**config.mk**
```make
export PLATFORM = sky130hd
export DESIGN_NAME = sps_flow_seq
export DESIGN_NICKNAME = d
export VERILOG_FILES = /design/src/verilog/sps_pkg.sv /design/src/verilog/sps_flow_seq.sv
export SDC_FILE = /design/constraint.sdc
export NUM_CORES = 1
export LEC_CHECK = 0
export BUFFER_PORTS_ARGS = -buffer_cell sky130_fd_sc_hd__clkbuf_2
export CORE_UTILIZATION = 36
export CTS_CLUSTER_SIZE = 16
export DETAILED_ROUTE_END_ITERATION = 6
export GPL_TIMING_DRIVEN = 0
export HOLD_SLACK_MARGIN = 0.15
export PLACE_DENSITY = 0.66
export SLEW_MARGIN = 20
export SYNTH_ARGS = -nofsm -noshare
export SYNTH_HDL_FRONTEND = slang
export SYNTH_SLANG_ARGS = --single-unit
```
**constraint.sdc**
```tcl
create_clock -name clk_sys -period 2.6 [get_ports clk_sys]
set_input_delay 0.52 -clock clk_sys [delete_from_list [all_inputs] [get_ports clk_sys]]
set_output_delay 0.52 -clock clk_sys [all_outputs]
set_load 0.01 [all_outputs]
```
**src/verilog/sps_pkg.sv**
```systemverilog
// Shared types and constants for the stored-program flow sequencer
package sps_pkg;
   localparam int ADDR_W = 16;
   localparam int SEL_W  = 3;

   // Decoded opcodes of one stored instruction, as the fetch port delivers them
   typedef enum logic [2:0] {
      SPS_OP_END    = 3'b000,
      SPS_OP_MOTION = 3'b001,
      SPS_OP_WAITM  = 3'b010,
      SPS_OP_CALL   = 3'b011,
      SPS_OP_RET    = 3'b100,
      SPS_OP_LINE   = 3'b101,
      SPS_OP_SWITCH = 3'b110,
      SPS_OP_OTHER  = 3'b111
   } sps_op_t;

   typedef enum logic [1:0] {
      SPS_CMD_NONE  = 2'b00,
      SPS_CMD_ABORT = 2'b01,
      SPS_CMD_DUMP  = 2'b10,
      SPS_CMD_RUN   = 2'b11
   } sps_kind_t;

   typedef struct packed {
      sps_kind_t           kind;
      logic [ADDR_W-1:0]   addr;
   } sps_cmd_t;

   typedef struct packed {
      sps_op_t             op;
      logic [SEL_W-1:0]    line_sel;
      logic                level;
      logic                sw_invert;
      logic                sw_hex;
      logic                sw_two;
      logic [7:0]          cmp;
      logic [ADDR_W-1:0]   tgt_match;
      logic [ADDR_W-1:0]   tgt_miss;
      logic [ADDR_W-1:0]   next_pc;
   } sps_ins_t;

   localparam logic [7:0]        SPS_CH_END    = 8'h00;
   localparam logic [7:0]        SPS_CH_CR     = 8'h0D;
   localparam logic [7:0]        SPS_CH_COLON  = 8'h3A;
   localparam logic [7:0]        SPS_CH_DONE   = 8'h63;
   localparam logic [7:0]        SPS_CH_ZERO   = 8'h30;
   localparam logic [7:0]        SPS_CH_ALPHA  = 8'h37;
   localparam logic [3:0]        SPS_DEC_MAX   = 4'h9;
   localparam logic [1:0]        SPS_HEX_LAST  = 2'h3;
   localparam logic [ADDR_W-1:0] SPS_TGT_NEXT  = 16'h0000;
   localparam logic [ADDR_W-1:0] SPS_ADDR_ONE  = 16'h0001;
endpackage : sps_pkg

```
**src/verilog/sps_flow_seq.sv**
```systemverilog
// Flow-control sequencer: abort, memory listing, branches, motion wait, one-level calls
//
// Overview of operation
// - Abort stops motor and halts program
// - Listing sends memory from address until zero
// - Each entry: address, colon, instruction text
// - Listing ends with lowercase c
// - Line test compares input with level code
// - Match goes to match address, else mismatch
// - Branch target zero means next instruction
// - Motion wait holds until motion complete
// - Motion commands queue without waiting otherwise
// - Call saves following location, jumps to start
// - Return resumes after most recent call
// - Only one subroutine level; no nesting
// - Invert option flips every switch bit
// - Base sixteen takes 0-F, decimal 0-9
// - One-digit variants treat two digits as one
// - Switch value equal jumps match, else mismatch
// - Execution runs until a zero instruction
`timescale 1ns/1ps
`default_nettype none

module sps_flow_seq
   import sps_pkg::*;
#(
   parameter int N_IN      = 8,
   parameter bit ONE_DIGIT = 1'b0
) (
   input  wire logic                clk_sys,
   input  wire logic                rst_n,
   input  wire logic                cmd_valid,
   input  wire sps_cmd_t            cmd,
   output logic                     cmd_ready,
   output logic                     tx_valid,
   output logic [7:0]               tx_data,
   input  wire logic                tx_ready,
   output logic                     rd_req,
   output logic [ADDR_W-1:0]        rd_addr,
   input  wire logic                rd_ack,
   input  wire logic [7:0]          rd_data,
   output logic                     fetch_req,
   output logic [ADDR_W-1:0]        fetch_addr,
   input  wire logic                fetch_ack,
   input  wire sps_ins_t            fetch_ins,
   output logic                     mot_cmd_valid,
   output logic [ADDR_W-1:0]        mot_cmd_addr,
   input  wire logic                mot_cmd_ready,
   input  wire logic                motion_busy,
   output logic                     motor_stop,
   input  wire logic [N_IN-1:0]     in_lines,
   input  wire logic [7:0]          sw_pins,
   output logic                     running,
   output logic                     in_sub,
   output logic                     nest_err,
   output logic                     dump_busy
);

   generate
      if (N_IN < 1 || N_IN > (1 << SEL_W)) begin : g_bad_nin
         $error("N_IN must lie between 1 and 2**SEL_W");
      end
   endgenerate

   function automatic logic [7:0] hex_ascii(input logic [3:0] nib);
      hex_ascii = (nib > SPS_DEC_MAX) ? SPS_CH_ALPHA + {4'h0, nib} : SPS_CH_ZERO + {4'h0, nib};
   endfunction : hex_ascii

   function automatic logic [ADDR_W-1:0] pick(input logic [ADDR_W-1:0] tgt,
                                               input logic [ADDR_W-1:0] nxt);
      pick = (tgt == SPS_TGT_NEXT) ? nxt : tgt;
   endfunction : pick

   // Pin inputs pass two flops; only the second stage is read by logic
   logic [N_IN+7:0] sync_a;
   logic [N_IN+7:0] sync_b;
   always_ff @(posedge clk_sys or negedge rst_n) begin
      if (!rst_n) begin
         sync_a <= '0;
         sync_b <= '0;
      end else begin
         sync_a <= {sw_pins, in_lines};
         sync_b <= sync_a;
      end
   end
   logic [N_IN-1:0] lines_s;
   logic [7:0]      sw_s;
   assign lines_s = sync_b[N_IN-1:0];
   assign sw_s    = sync_b[N_IN+7:N_IN];

   logic abort_cmd;
   logic dump_cmd;
   logic run_cmd;
   assign abort_cmd = cmd_valid && cmd.kind == SPS_CMD_ABORT;
   assign dump_cmd  = cmd_valid && cmd_ready && cmd.kind == SPS_CMD_DUMP;
   assign run_cmd   = cmd_valid && cmd_ready && cmd.kind == SPS_CMD_RUN;

   // Two-entry output buffer: head drives the port, spare catches the word
   // pushed in the cycle the receiver stalls, so no listing byte is dropped
   logic       push;
   logic [7:0] push_data;
   logic       spare_valid;
   logic [7:0] spare_data;
   logic       buf_ready;
   assign buf_ready = !spare_valid;
   always_ff @(posedge clk_sys or negedge rst_n) begin
      if (!rst_n) begin
         tx_valid    <= 1'b0;
         tx_data     <= 8'h00;
         spare_valid <= 1'b0;
         spare_data  <= 8'h00;
      end else begin
         if (!tx_valid || tx_ready) begin
            tx_valid <= spare_valid || push;
            tx_data  <= spare_valid ? spare_data : push_data;
            if (spare_valid) begin
               spare_valid <= push;
               spare_data  <= push_data;
            end
         end else if (push) begin
            spare_valid <= 1'b1;
            spare_data  <= push_data;
         end
      end
   end

   // Memory listing
   typedef enum logic [2:0] {
      DS_IDLE  = 3'b000,
      DS_FETCH = 3'b001,
      DS_WAIT  = 3'b010,
      DS_HEAD  = 3'b011,
      DS_COLON = 3'b100,
      DS_TEXT  = 3'b101,
      DS_DONE  = 3'b110
   } sps_dstate_t;

   sps_dstate_t dstate;
   logic [7:0]  dbyte;
   logic        entry_start;
   logic [1:0]  hex_idx;
   logic [3:0]  cur_nib;

   always_comb begin
      case (hex_idx)
         2'd0:    cur_nib = rd_addr[15:12];
         2'd1:    cur_nib = rd_addr[11:8];
         2'd2:    cur_nib = rd_addr[7:4];
         default: cur_nib = rd_addr[3:0];
      endcase
   end

   always_comb begin
      push      = 1'b0;
      push_data = 8'h00;
      if (buf_ready) begin
         case (dstate)
            DS_HEAD: begin
               push      = (dbyte != SPS_CH_END);
               push_data = hex_ascii(cur_nib);
            end
            DS_COLON: begin
               push      = 1'b1;
               push_data = SPS_CH_COLON;
            end
            DS_TEXT: begin
               // The closing zero byte ends the listing and is never sent
               push      = (dbyte != SPS_CH_END);
               push_data = dbyte;
            end
            DS_DONE: begin
               push      = 1'b1;
               push_data = SPS_CH_DONE;
            end
            default: begin
               push      = 1'b0;
               push_data = 8'h00;
            end
         endcase
      end
   end

   always_ff @(posedge clk_sys or negedge rst_n) begin
      if (!rst_n) begin
         dstate      <= DS_IDLE;
         rd_req      <= 1'b0;
         rd_addr     <= '0;
         dbyte       <= 8'h00;
         entry_start <= 1'b0;
         hex_idx     <= 2'd0;
      end else begin
         rd_req <= 1'b0;
         case (dstate)
            DS_IDLE: begin
               if (dump_cmd) begin
                  rd_addr     <= cmd.addr;
                  entry_start <= 1'b1;
                  dstate      <= DS_FETCH;
               end
            end
            DS_FETCH: begin
               rd_req <= 1'b1;
               dstate <= DS_WAIT;
            end
            DS_WAIT: begin
               if (rd_ack) begin
                  dbyte   <= rd_data;
                  hex_idx <= 2'd0;
                  dstate  <= entry_start ? DS_HEAD : DS_TEXT;
               end
            end
            DS_HEAD: begin
               if (dbyte == SPS_CH_END) begin
                  dstate <= DS_DONE;
               end else if (buf_ready) begin
                  hex_idx <= hex_idx + 2'd1;
                  if (hex_idx == SPS_HEX_LAST) begin
                     dstate <= DS_COLON;
                  end
               end
            end
            DS_COLON: begin
               if (buf_ready) begin
                  dstate <= DS_TEXT;
               end
            end
            DS_TEXT: begin
               if (dbyte == SPS_CH_END) begin
                  dstate <= DS_DONE;
               end else if (buf_ready) begin
                  rd_addr     <= rd_addr + SPS_ADDR_ONE;
                  entry_start <= (dbyte == SPS_CH_CR);
                  dstate      <= DS_FETCH;
               end
            end
            DS_DONE: begin
               if (buf_ready) begin
                  dstate <= DS_IDLE;
               end
            end
            default: dstate <= DS_IDLE;
         endcase
      end
   end

   // Program execution
   typedef enum logic [2:0] {
      ES_IDLE  = 3'b000,
      ES_FETCH = 3'b001,
      ES_WAIT  = 3'b010,
      ES_EXEC  = 3'b011,
      ES_MWAIT = 3'b100
   } sps_estate_t;

   sps_estate_t       estate;
   sps_ins_t          ins;
   logic [ADDR_W-1:0] ret_pc;
   logic              line_hit;
   logic [7:0]        sw_cond;
   logic [7:0]        sw_val;
   logic              sw_legal;
   logic              sw_hit;

   assign line_hit = (lines_s[ins.line_sel] == ins.level);
   assign sw_cond  = ins.sw_invert ? ~sw_s : sw_s;
   // Two-digit reading only where the hardware wires both digits
   assign sw_val   = (ins.sw_two && !ONE_DIGIT) ? sw_cond : {4'h0, sw_cond[3:0]};
   assign sw_legal = ins.sw_hex ||
                     (sw_val[3:0] <= SPS_DEC_MAX && sw_val[7:4] <= SPS_DEC_MAX);
   assign sw_hit   = sw_legal && (sw_val == ins.cmp);

   always_ff @(posedge clk_sys or negedge rst_n) begin
      if (!rst_n) begin
         estate        <= ES_IDLE;
         fetch_req     <= 1'b0;
         fetch_addr    <= '0;
         ins           <= '0;
         ret_pc        <= '0;
         in_sub        <= 1'b0;
         nest_err      <= 1'b0;
         mot_cmd_valid <= 1'b0;
         mot_cmd_addr  <= '0;
      end else begin
         fetch_req     <= 1'b0;
         mot_cmd_valid <= 1'b0;
         if (abort_cmd) begin
            estate <= ES_IDLE;
            in_sub <= 1'b0;
         end else begin
            case (estate)
               ES_IDLE: begin
                  if (run_cmd) begin
                     fetch_addr <= cmd.addr;
                     in_sub     <= 1'b0;
                     nest_err   <= 1'b0;
                     estate     <= ES_FETCH;
                  end
               end
               ES_FETCH: begin
                  fetch_req <= 1'b1;
                  estate    <= ES_WAIT;
               end
               ES_WAIT: begin
                  if (fetch_ack) begin
                     ins    <= fetch_ins;
                     estate <= ES_EXEC;
                  end
               end
               ES_EXEC: begin
                  estate     <= ES_FETCH;
                  fetch_addr <= ins.next_pc;
                  case (ins.op)
                     SPS_OP_END: estate <= ES_IDLE;
                     SPS_OP_MOTION: begin
                        // Stay until the engine's queue takes the command
                        if (mot_cmd_ready) begin
                           mot_cmd_valid <= 1'b1;
                           mot_cmd_addr  <= fetch_addr;
                        end else begin
                           // Keep this instruction's address for the queued command
                           fetch_addr <= fetch_addr;
                           estate     <= ES_EXEC;
                        end
                     end
                     SPS_OP_WAITM: estate <= ES_MWAIT;
                     SPS_OP_CALL: begin
                        ret_pc     <= ins.next_pc;
                        fetch_addr <= ins.tgt_match;
                        in_sub     <= 1'b1;
                        if (in_sub) begin
                           nest_err <= 1'b1;
                        end
                     end
                     SPS_OP_RET: begin
                        if (in_sub) begin
                           fetch_addr <= ret_pc;
                           in_sub     <= 1'b0;
                        end
                     end
                     SPS_OP_LINE: begin
                        fetch_addr <= line_hit ? pick(ins.tgt_match, ins.next_pc)
                                               : pick(ins.tgt_miss, ins.next_pc);
                     end
                     SPS_OP_SWITCH: begin
                        fetch_addr <= sw_hit ? pick(ins.tgt_match, ins.next_pc)
                                             : pick(ins.tgt_miss, ins.next_pc);
                     end
                     default: fetch_addr <= ins.next_pc;
                  endcase
               end
               ES_MWAIT: begin
                  // Busy from the engine is same-clock, so it is read directly
                  if (!motion_busy) begin
                     estate <= ES_FETCH;
                  end
               end
               default: estate <= ES_IDLE;
            endcase
         end
      end
   end

   // Status and stop pulse
   always_ff @(posedge clk_sys or negedge rst_n) begin
      if (!rst_n) begin
         motor_stop <= 1'b0;
         running    <= 1'b0;
         dump_busy  <= 1'b0;
         cmd_ready  <= 1'b0;
      end else begin
         motor_stop <= abort_cmd;
         running    <= (estate != ES_IDLE) && !abort_cmd;
         dump_busy  <= (dstate != DS_IDLE) || dump_cmd;
         cmd_ready  <= (estate == ES_IDLE) && (dstate == DS_IDLE) && !run_cmd && !dump_cmd;
      end
   end

endmodule : sps_flow_seq

`default_nettype wire

```
Word level (Yosys, flattened, before mapping). Index checks and enable logic that the tools add are counted. Widths: inputs -> output; s select.

Muxes and demuxes: 70. Reductions and logical operators: 47. Equality and inequality tests: 45. Add/subtract/negate cells: 4. Order comparisons: 4. Bitwise logic cells: 2.

Operators with widths (number): $mux 16 (10); $pmux 16 s5 (1); $pmux 16 s2 (2); $mux 8 (7); $mux 3 (14); $logic_not 16->1 (2); $pmux 8 s4 (1); $ne 2x2->1 const B (11); $eq 3x3->1 const B (7); $ne 3x3->1 const B (7); $pmux 3 s7 (1); $mux 1 (19); $eq 3x2->1 const B (6); $add 16x1->16 const B (1); $reduce_and 4->1 (4); $pmux 3 s5 (1); $add 6x4->7 const A (2); $pmux 4 s3 (1); $reduce_and 3->1 (4); $logic_and 1x1->1 (10); $pmux 1 s2 (5); $eq 3x1->1 const B (3); $logic_not 3->1 (3); $pmux 3 s3 (1); other kinds (28) (49).

Output and inout bits: 66. Input bits: 116. Word-level logic and storage cells: 206. Register bits: 206.

Logic depth before layout (Yosys ltp). Gate-level depths: netlist of run 1.

Word-level depth: 10. Mapped depth: 11. Gate-level depth less buffers: 9.

Worst setup path after synthesis of run 1. Ideal clock, no wire load.

Path type: reg-to-reg. From: register ins[64] (netlist bit). To: register fetch_addr[0]. Library setup time: 0.135 ns. Required time: 2.465 ns. Clock period less this slack: 2.298 ns. Path buffers: 2. Cell stages (with the launch flop): 9. Setup slack: 0.302 ns. Data arrival time: 2.162 ns. Cells stage by stage: dfrtp_1 > clkbuf_1 > or4b_2 > and2_1 > o21ai_2 > buf_2 > nor2_1 > a211oi_1 > o211ai_1.

Word-level cells in the longest chain between the ends: 3. Elaborated cells on any way between the ends: 9. Those cells by class: eq/ne (6); mux (2); reduce/logical (1).

RTL lines: start, declared (line sps_flow_seq.sv:256) `sps_ins_t ins;`; start signal, assigned (line sps_flow_seq.sv:305) `ins <= fetch_ins;`; $eq 3x3->1, or another cell as far along (line sps_flow_seq.sv:312) `case (ins.op)`; $pmux 16 s5 / $ne 3x3->1 (equally long branches); $pmux 16 s2 / $reduce_and 4->1 (equally long branches); end signal, assigned (line sps_flow_seq.sv:293) `fetch_addr <= cmd.addr;`; end signal, assigned (line sps_flow_seq.sv:311) `fetch_addr <= ins.next_pc;`; end signal, assigned (line sps_flow_seq.sv:321) `fetch_addr <= fetch_addr;`; end, declared (line sps_flow_seq.sv:43) `output logic [ADDR_W-1:0] fetch_addr,`.

Parallel ways exist; a longest one is shown, timed or not. A chain may end at the register's enable or synchronous reset.

Worst setup path after layout of run 1.
From: register ins[65] (netlist bit). To: register fetch_addr[6].

The elaborated chain is that of the path after synthesis.

==> results.sh, run 1 <==
export IMPL_rr_startpoint="ins[65]"
export IMPL_powerDensity_nw_per_um2=1060
export IMPL_cpLargestDelayFamily="buffers and inverters"
export IMPL_fillers=2676
export IMPL_syn_nets=1119
export IMPL_grt_pass1_vias=8506
export IMPL_io_buffers=181
export IMPL_fmax_ghz=0.401
export IMPL_fin_worst_skew_ps=10.3
export IMPL_h_tree_depth=1
export IMPL_startpoint="ins[65]"
export IMPL_antenna_found_initial=0
export IMPL_tightestPinTransition_ps=779
export IMPL_grt_pass1_wl_um=48400
export IMPL_ir_drop_mv=0.709
export IMPL_synth_common_cells="dfrtp_1 (206), mux2_2 (107), nor2_1 (98)"
export IMPL_avgSynthCellArea_um2=10.3
export IMPL_place_hpwl_um=23400
export IMPL_synth_flop_cell="dfrtp_1"
export IMPL_path_max_fanout=10
export IMPL_drv_slew=0
export IMPL_grt_overflow_total=0
export IMPL_synth_largest_area_cell="dfrtp_1"
export IMPL_routed_wl_um=31500
export IMPL_max_cap_violations=0
export IMPL_die_w_um=171
export IMPL_core_um2=27900
export IMPL_clockRootBuffer="clkbuf_16"
export IMPL_totalPowerFinal_mw=13.7
export IMPL_fin_util=0.464
export IMPL_gp_congestion=0.956
export IMPL_ys_types=70
export IMPL_cp_num_cells=7
export IMPL_crit_path_top_delay_cell="clkbuf_1"
export IMPL_cp_required_ps=2980
export IMPL_hp_class="in -> reg"
export IMPL_yosys_top_cells_area="dfrtp_1 (50%), mux2_2 (12%), a21oi_1 (4.2%)"
export IMPL_crit_type="reg -> reg"
export IMPL_cts_sinks=206
export IMPL_yosysTopAreaCellShare=0.502
export IMPL_drive_above_1_share=0.325
export IMPL_reg2reg_to="fetch_addr[6]"
export IMPL_end_kind="register"
export IMPL_hold_violations=0
export IMPL_setup_tns_ps=0
export IMPL_dr_pass1_iters=6
export IMPL_rows=61
export IMPL_clk_pin_slew_ps=60
export IMPL_diodes=0
export IMPL_min_from="rd_data[1]"
export IMPL_syn_inst=998
export IMPL_die_area_um2=29200
export IMPL_grt_usage=0.215
export IMPL_path_buf_inv=2
export IMPL_status="complete, no violations"
export IMPL_max_stage_delay_ps=590
export IMPL_wl_per_cell_um=19.4
export IMPL_synth_async_reset_ratio=1.00
export IMPL_rr_worst_depth=7
export IMPL_synth_edff_count=0
export IMPL_ant_nets=0
export IMPL_arrival_ps=2880
export IMPL_pre_cts_slack_ps=-321
export IMPL_relSlewSlack=0.476
export IMPL_syn_cell_area_um2=10300
export IMPL_ioPinCount=182
export IMPL_cts_tree="built"
export IMPL_num_vias=8800
export IMPL_fin_crit_sh=0.960
export IMPL_hold_ws_ps=223
export IMPL_cts_buffer_depth=3
export IMPL_die_h_um=171
export IMPL_drt_iter0_markers=695
export IMPL_drc=0
export IMPL_final_nets=1351
export IMPL_yosysMostFrequentCell="dfrtp_1"
export IMPL_area_growth_syn_to_layout_pct=26.0
export IMPL_vias_per_cell=5.42
export IMPL_path_cells="buf_1 -> clkbuf_1 -> o21ai_0 -> nor2_1 -> a2111oi_2 -> a211oi_1 -> o211ai_1"
export IMPL_yosysSeqAreaShare=0.502
export IMPL_leakage_nw=6.01
export IMPL_yosysWarnings=0
export IMPL_numCtsBuffers=24
export IMPL_fin_crit_ps=2500
export IMPL_endpoint="fetch_addr[6]"
export IMPL_start_util=0.368
export IMPL_r2r_slack_ps=100
export IMPL_ys_ff_latch=206
export IMPL_worst_slack_ps=105
export IMPL_setup_viol=0
export IMPL_grt_max_degree=91
export IMPL_cp_start_kind="register"
export IMPL_insertion_delay_ps=520
export IMPL_rsz0062_at_grt="false"
[area by class of cell]
type                    instances  area, um^2  share of cell area
flip-flops and latches        206        5160               0.398
plain buffers                  61         280              0.0216
repair buffers                210        1210              0.0938
well taps                     378         473              0.0365
clock buffers                  34         729              0.0563
multi-input cells             702        4870               0.376
inverters                      25        93.8             0.00724
clock inverters                 9         131              0.0101
[repair_timing]
action,4_1_cts,5_1_grt
buffers inserted,3,7
pin swaps,3,5
endpoints found under the hold margin,65,0
hold buffers,17,0
gates resized for setup,12,39
endpoints found under the setup margin,45,43
[logic make-up after synthesis]
kind of cell | Yosys count | synth area share
adder cells (fa/ha/maj) | 5 | 0.00609
flip-flops | 206 | 0.502
AND/OR/NAND/NOR | 288 | 0.137
multiplexers | 135 | 0.147
AO/OA/AOI/OAI | 270 | 0.169
XOR/XNOR | 4 | 0.00341
buffers and inverters | 90 | 0.0358
[cell usage in the layout (no fill, tap or decap), types with 6 or more instances in the layout]
master,instances
a222oi_1,10
clkbuf_8,8
buf_2,6
nor2_1,95
nand2_1,80
o21ai_0,66
nand2b_1,8
dlygate4sd3_1,17
clkbuf_1,35
a211oi_1,10
nand4_1,7
a21o_1,11
o22ai_1,11
o2bb2ai_1,6
a21oi_1,86
nor2b_1,6
mux2_2,107
clkbuf_16,25
a22oi_1,7
dfrtp_1,204
nor4_1,13
mux2i_1,25
buf_4,11
and2_1,8
clkbuf_2,194
o211ai_1,11
or2_2,9
inv_1,23
nand3_1,12
nor3_1,9
[worst register-to-register path, delay by kind of cell (launching register included)]
| family | cells | cell delay (ps) |
|---|---|---|
| simple gates | 1 | 200 |
| compound gates | 4 | 720 |
| flops | 1 | 410 |
| buf+inv | 2 | 1040 |
[per-stage QoR]
step / std cells / instance area [um^2]
after floorplan: 998 / 10300
after global placement: 1557 / 11700
after detailed placement: 1559 / 11700
after CTS: 1619 / 12800
after global routing: 1625 / 13000
final: 1625 / 13000
[metal layers]
| layer | up-vias | share of wire | GRT usage |
|---|---|---|---|
| met5 | - | 0 | 0 |
| met4 | 0 | 0.021 | 0.0466 |
| met3 | 48 | 0.089 | 0.0537 |
| met2 | 369 | 0.46 | 0.350 |
| met1 | 4273 | 0.43 | 0.288 |
| li1 | 4110 | - | - |
[worst min path at each step]
| stage | end | slack, ps | cells past startpoint |
|---|---|---|---|
| 3_3_place_gp | sync_b[8] | 330 | 0 |
| 5_1_grt | ins[35] | 220 | 2 |
| 3_5_place_dp | sync_b[11] | 330 | 0 |
| 4_1_cts | ins[5] | 210 | 2 |
| 2_1_floorplan | cmd_ready | 220 | 0 |
| 6_report | dbyte[1] | 220 | 3 |
[report_power, final]
| part | internal, mW | switching [mW] | leakage [nW] | total, mW |
|---|---|---|---|---|
| clock network | 2.25 | 1.37 | 0.428 | 3.62 |
| registers | 4.07 | 0.984 | 2.65 | 5.06 |
| logic | 2.14 | 2.86 | 2.93 | 5.00 |
[state kept, by name (all words and copies together), names as in the netlist, 2 cells and up]
signal and flops:
ret_pc 16, sync_b 16, fetch_addr 16, mot_cmd_addr 16, tx_data 8, rd_addr 16, sync_a 16, estate 3
spare_data 8, dstate 3, dbyte 8, hex_idx 2, ins 66
Note: power is estimated with default switching activity, not from simulation.
==> inputs of run 2 (changes only) <==
--- a/config.mk
+++ b/config.mk
@@ -6,12 +6,14 @@
 export NUM_CORES = 1
 export LEC_CHECK = 0
 export BUFFER_PORTS_ARGS = -buffer_cell sky130_fd_sc_hd__clkbuf_2
+export CELL_PAD_IN_SITES_DETAIL_PLACEMENT = 0
+export CELL_PAD_IN_SITES_GLOBAL_PLACEMENT = 2
 export CORE_UTILIZATION = 36
 export CTS_CLUSTER_SIZE = 16
 export DETAILED_ROUTE_END_ITERATION = 6
 export GPL_TIMING_DRIVEN = 0
 export HOLD_SLACK_MARGIN = 0.15
-export PLACE_DENSITY = 0.66
+export PLACE_DENSITY = 0.92
 export SLEW_MARGIN = 20
 export SYNTH_ARGS = -nofsm -noshare
 export SYNTH_HDL_FRONTEND = slang
==> run 2 against run 1 <==
Final cell count is 0.37% lower. Combinational power fell by 3%. Largest power group unchanged. Global-route usage grew 0.65 points.
==> results.sh, run 2 (same netlist as run 1, synthesis figures left out) <==
export IMPL_dr_pass1_iters=6
export IMPL_area_growth_syn_to_layout_pct=25.4
export IMPL_grt_overflow_total=0
export IMPL_end_kind="register"
export IMPL_final_nets=1344
export IMPL_cp_start_kind="register"
export IMPL_diodes=0
export IMPL_cp_required_ps=3060
export IMPL_multi_input_area_um2=4830
export IMPL_rsz0062_at_grt="true"
export IMPL_core_um2=27900
export IMPL_leakage_nw=5.98
export IMPL_ant_nets=0
export IMPL_largest_register="ins"
export IMPL_gp_congestion=0.872
export IMPL_vias_per_cell=5.40
export IMPL_fin_util=0.461
export IMPL_path_common_cell="buf_6"
export IMPL_io_buffers=181
export IMPL_largest_register_ffs=66
export IMPL_drv_slew=0
export IMPL_swShare=0.382
export IMPL_ioPinCount=182
export IMPL_drc=0
export IMPL_antenna_found_initial=0
export IMPL_layout_commonest_cell="dfrtp_1"
export IMPL_regArea_um2=5160
export IMPL_grt_max_degree=81
export IMPL_cts_sinks=206
export IMPL_fin_crit_sh=0.972
export IMPL_path_max_fanout=10
export IMPL_hold_violations=0
export IMPL_fin_worst_skew_ps=33.5
export IMPL_max_cap_violations=0
export IMPL_die_area_um2=29200
export IMPL_wl_per_cell_um=19.7
export IMPL_rows=61
export IMPL_tightestPinTransition_ps=1070
export IMPL_powerDensity_nw_per_um2=1070
export IMPL_grt_usage=0.221
export IMPL_setup_tns_ps=0
export IMPL_switchingPower_mw=5.26
export IMPL_intPower_mw=8.51
export IMPL_p_clk_frac=0.275
export IMPL_numCtsBuffers=24
export IMPL_relSlewSlack=0.287
export IMPL_routed_wl_um=32000
export IMPL_r2r_slack_ps=70
export IMPL_power_frac_comb=0.353
export IMPL_clockRootBuffer="clkbuf_16"
export IMPL_clk_pin_slew_ps=70
export IMPL_die_h_um=171
export IMPL_p_seq_frac=0.373
export IMPL_num_vias=8744
export IMPL_fin_crit_ps=2530
export IMPL_start_util=0.368
export IMPL_h_tree_depth=1
export IMPL_status="complete, no violations"
export IMPL_hp_class="in -> reg"
export IMPL_totalPowerFinal_mw=13.8
export IMPL_grt_pass1_wl_um=49200
export IMPL_crit_type="reg -> reg"
export IMPL_drt_iter0_markers=719
export IMPL_drive_above_1_share=0.316
export IMPL_max_stage_delay_ps=420
export IMPL_insertion_delay_ps=560
export IMPL_cts_tree="built"
export IMPL_setup_viol=0
export IMPL_layout_common_cells="dfrtp_1 (204), clkbuf_2 (193), mux2_2 (107)"
export IMPL_die_w_um=171
export IMPL_arrival_ps=2990
export IMPL_grt_pass1_vias=8483
export IMPL_path_cells="buf_6 -> and3b_1 -> o32ai_2 -> o21ai_2 -> nor4_4 -> buf_4 -> a31oi_4 -> or2_0 -> buf_6 -> o311ai_2"
export IMPL_fmax_ghz=0.396
export IMPL_crit_path_top_delay_cell="dfrtp_1"
export IMPL_cts_buffer_depth=3
export IMPL_place_hpwl_um=23400
export IMPL_fillers=2707
export IMPL_ir_drop_mv=0.717
==> run 2: cell count changes in the layout (fill, tap and decap cells not counted), moves of 2 or more <==
cell	change
clkbuf_8	-3
buf_4	-5
a2111oi_2	-3
nor4_1	+4
nor4_2	-4
inv_6	-2
bufinv_16	+2
nor2_1	+2
a2111oi_1	-2
a2111oi_0	+5
clkinvlp_4	+2
==> run 2: path summary, 6_finish.rpt <==
path	end	depth (start not counted)	from
hold / removal	estate[1]	2	fetch_ack
hold reg to reg	sync_b[14]	0	sync_a[14]
min in group asynchronous	sync_a[13]	2	rst_n
setup / recovery	fetch_addr[14]	10	ins[56]
max in group asynchronous	ins[64]	3	rst_n
setup reg to reg	fetch_addr[14]	10	ins[56]
==> run 2: final cells by class <==
| cell class | instances | area share |
|---|---|---|
| buffer | 60 | 0.0210 |
| clock buffer | 30 | 0.0514 |
| clock inverter | 14 | 0.0181 |
| inverter | 25 | 0.00728 |
| multi-input combinational | 702 | 0.375 |
| sequential | 206 | 0.400 |
| tap | 378 | 0.0367 |
| timing repair buffer | 204 | 0.0908 |
==> run 2: power groups by stage <==
stage / Combinational (mW) / Clock, mW / Sequential [mW]
3_5_place_dp: 4.73 / 0 / 5.12
4_1_cts: 4.77 / 3.86 / 5.10
5_1_grt: 5.38 / 4.00 / 5.24
6_report: 4.86 / 3.78 / 5.13
3_3_place_gp: 4.67 / 0 / 5.11
2_1_floorplan: 3.19 / 0 / 4.86
==> run 2: worst max-delay path, delay by kind of cell (launching register included) <==
kind / cells / cell delay (ps)
DFF: 1 / 420
buffers and inverters: 3 / 500
and+or+nand+nor: 3 / 690
AOI/OAI and AO/OA: 4 / 810
==> run 2: routing by layer <==
| metal | global-route usage | up-vias | wire [um] |
|---|---|---|---|
| met2 | 0.341 | 333 | 14300 |
| met3 | 0.0402 | 54 | 2340 |
| met4 | 0.0726 | 0 | 918 |
| li1 | - | 4085 | - |
| met1 | 0.312 | 4272 | 14400 |
| met5 | 0 | - | 0 |
==> run 2: timing repair <==
| item | CTS | global route |
|---|---|---|
| setup endpoints to repair | 62 | 50 |
| pin swaps | 2 | 4 |
| hold endpoints to repair | 64 | 0 |
| setup buffers | 2 | 2 |
| resized for setup | 9 | 25 |
| hold buffers | 17 | 0 |
| cloned | 0 | 0 |
==> run 2: per-stage QoR <==
stage	setup slack, ps	cells	hold WS, ps	cell area [um^2]
floorplan	302	998	224	10300
global placement	-3070	1557	332	11700
detailed placement	-437	1559	335	11700
CTS	6.73	1619	171	12800
global route	-73.0	1619	181	12900
finish	73.0	1619	190	12900
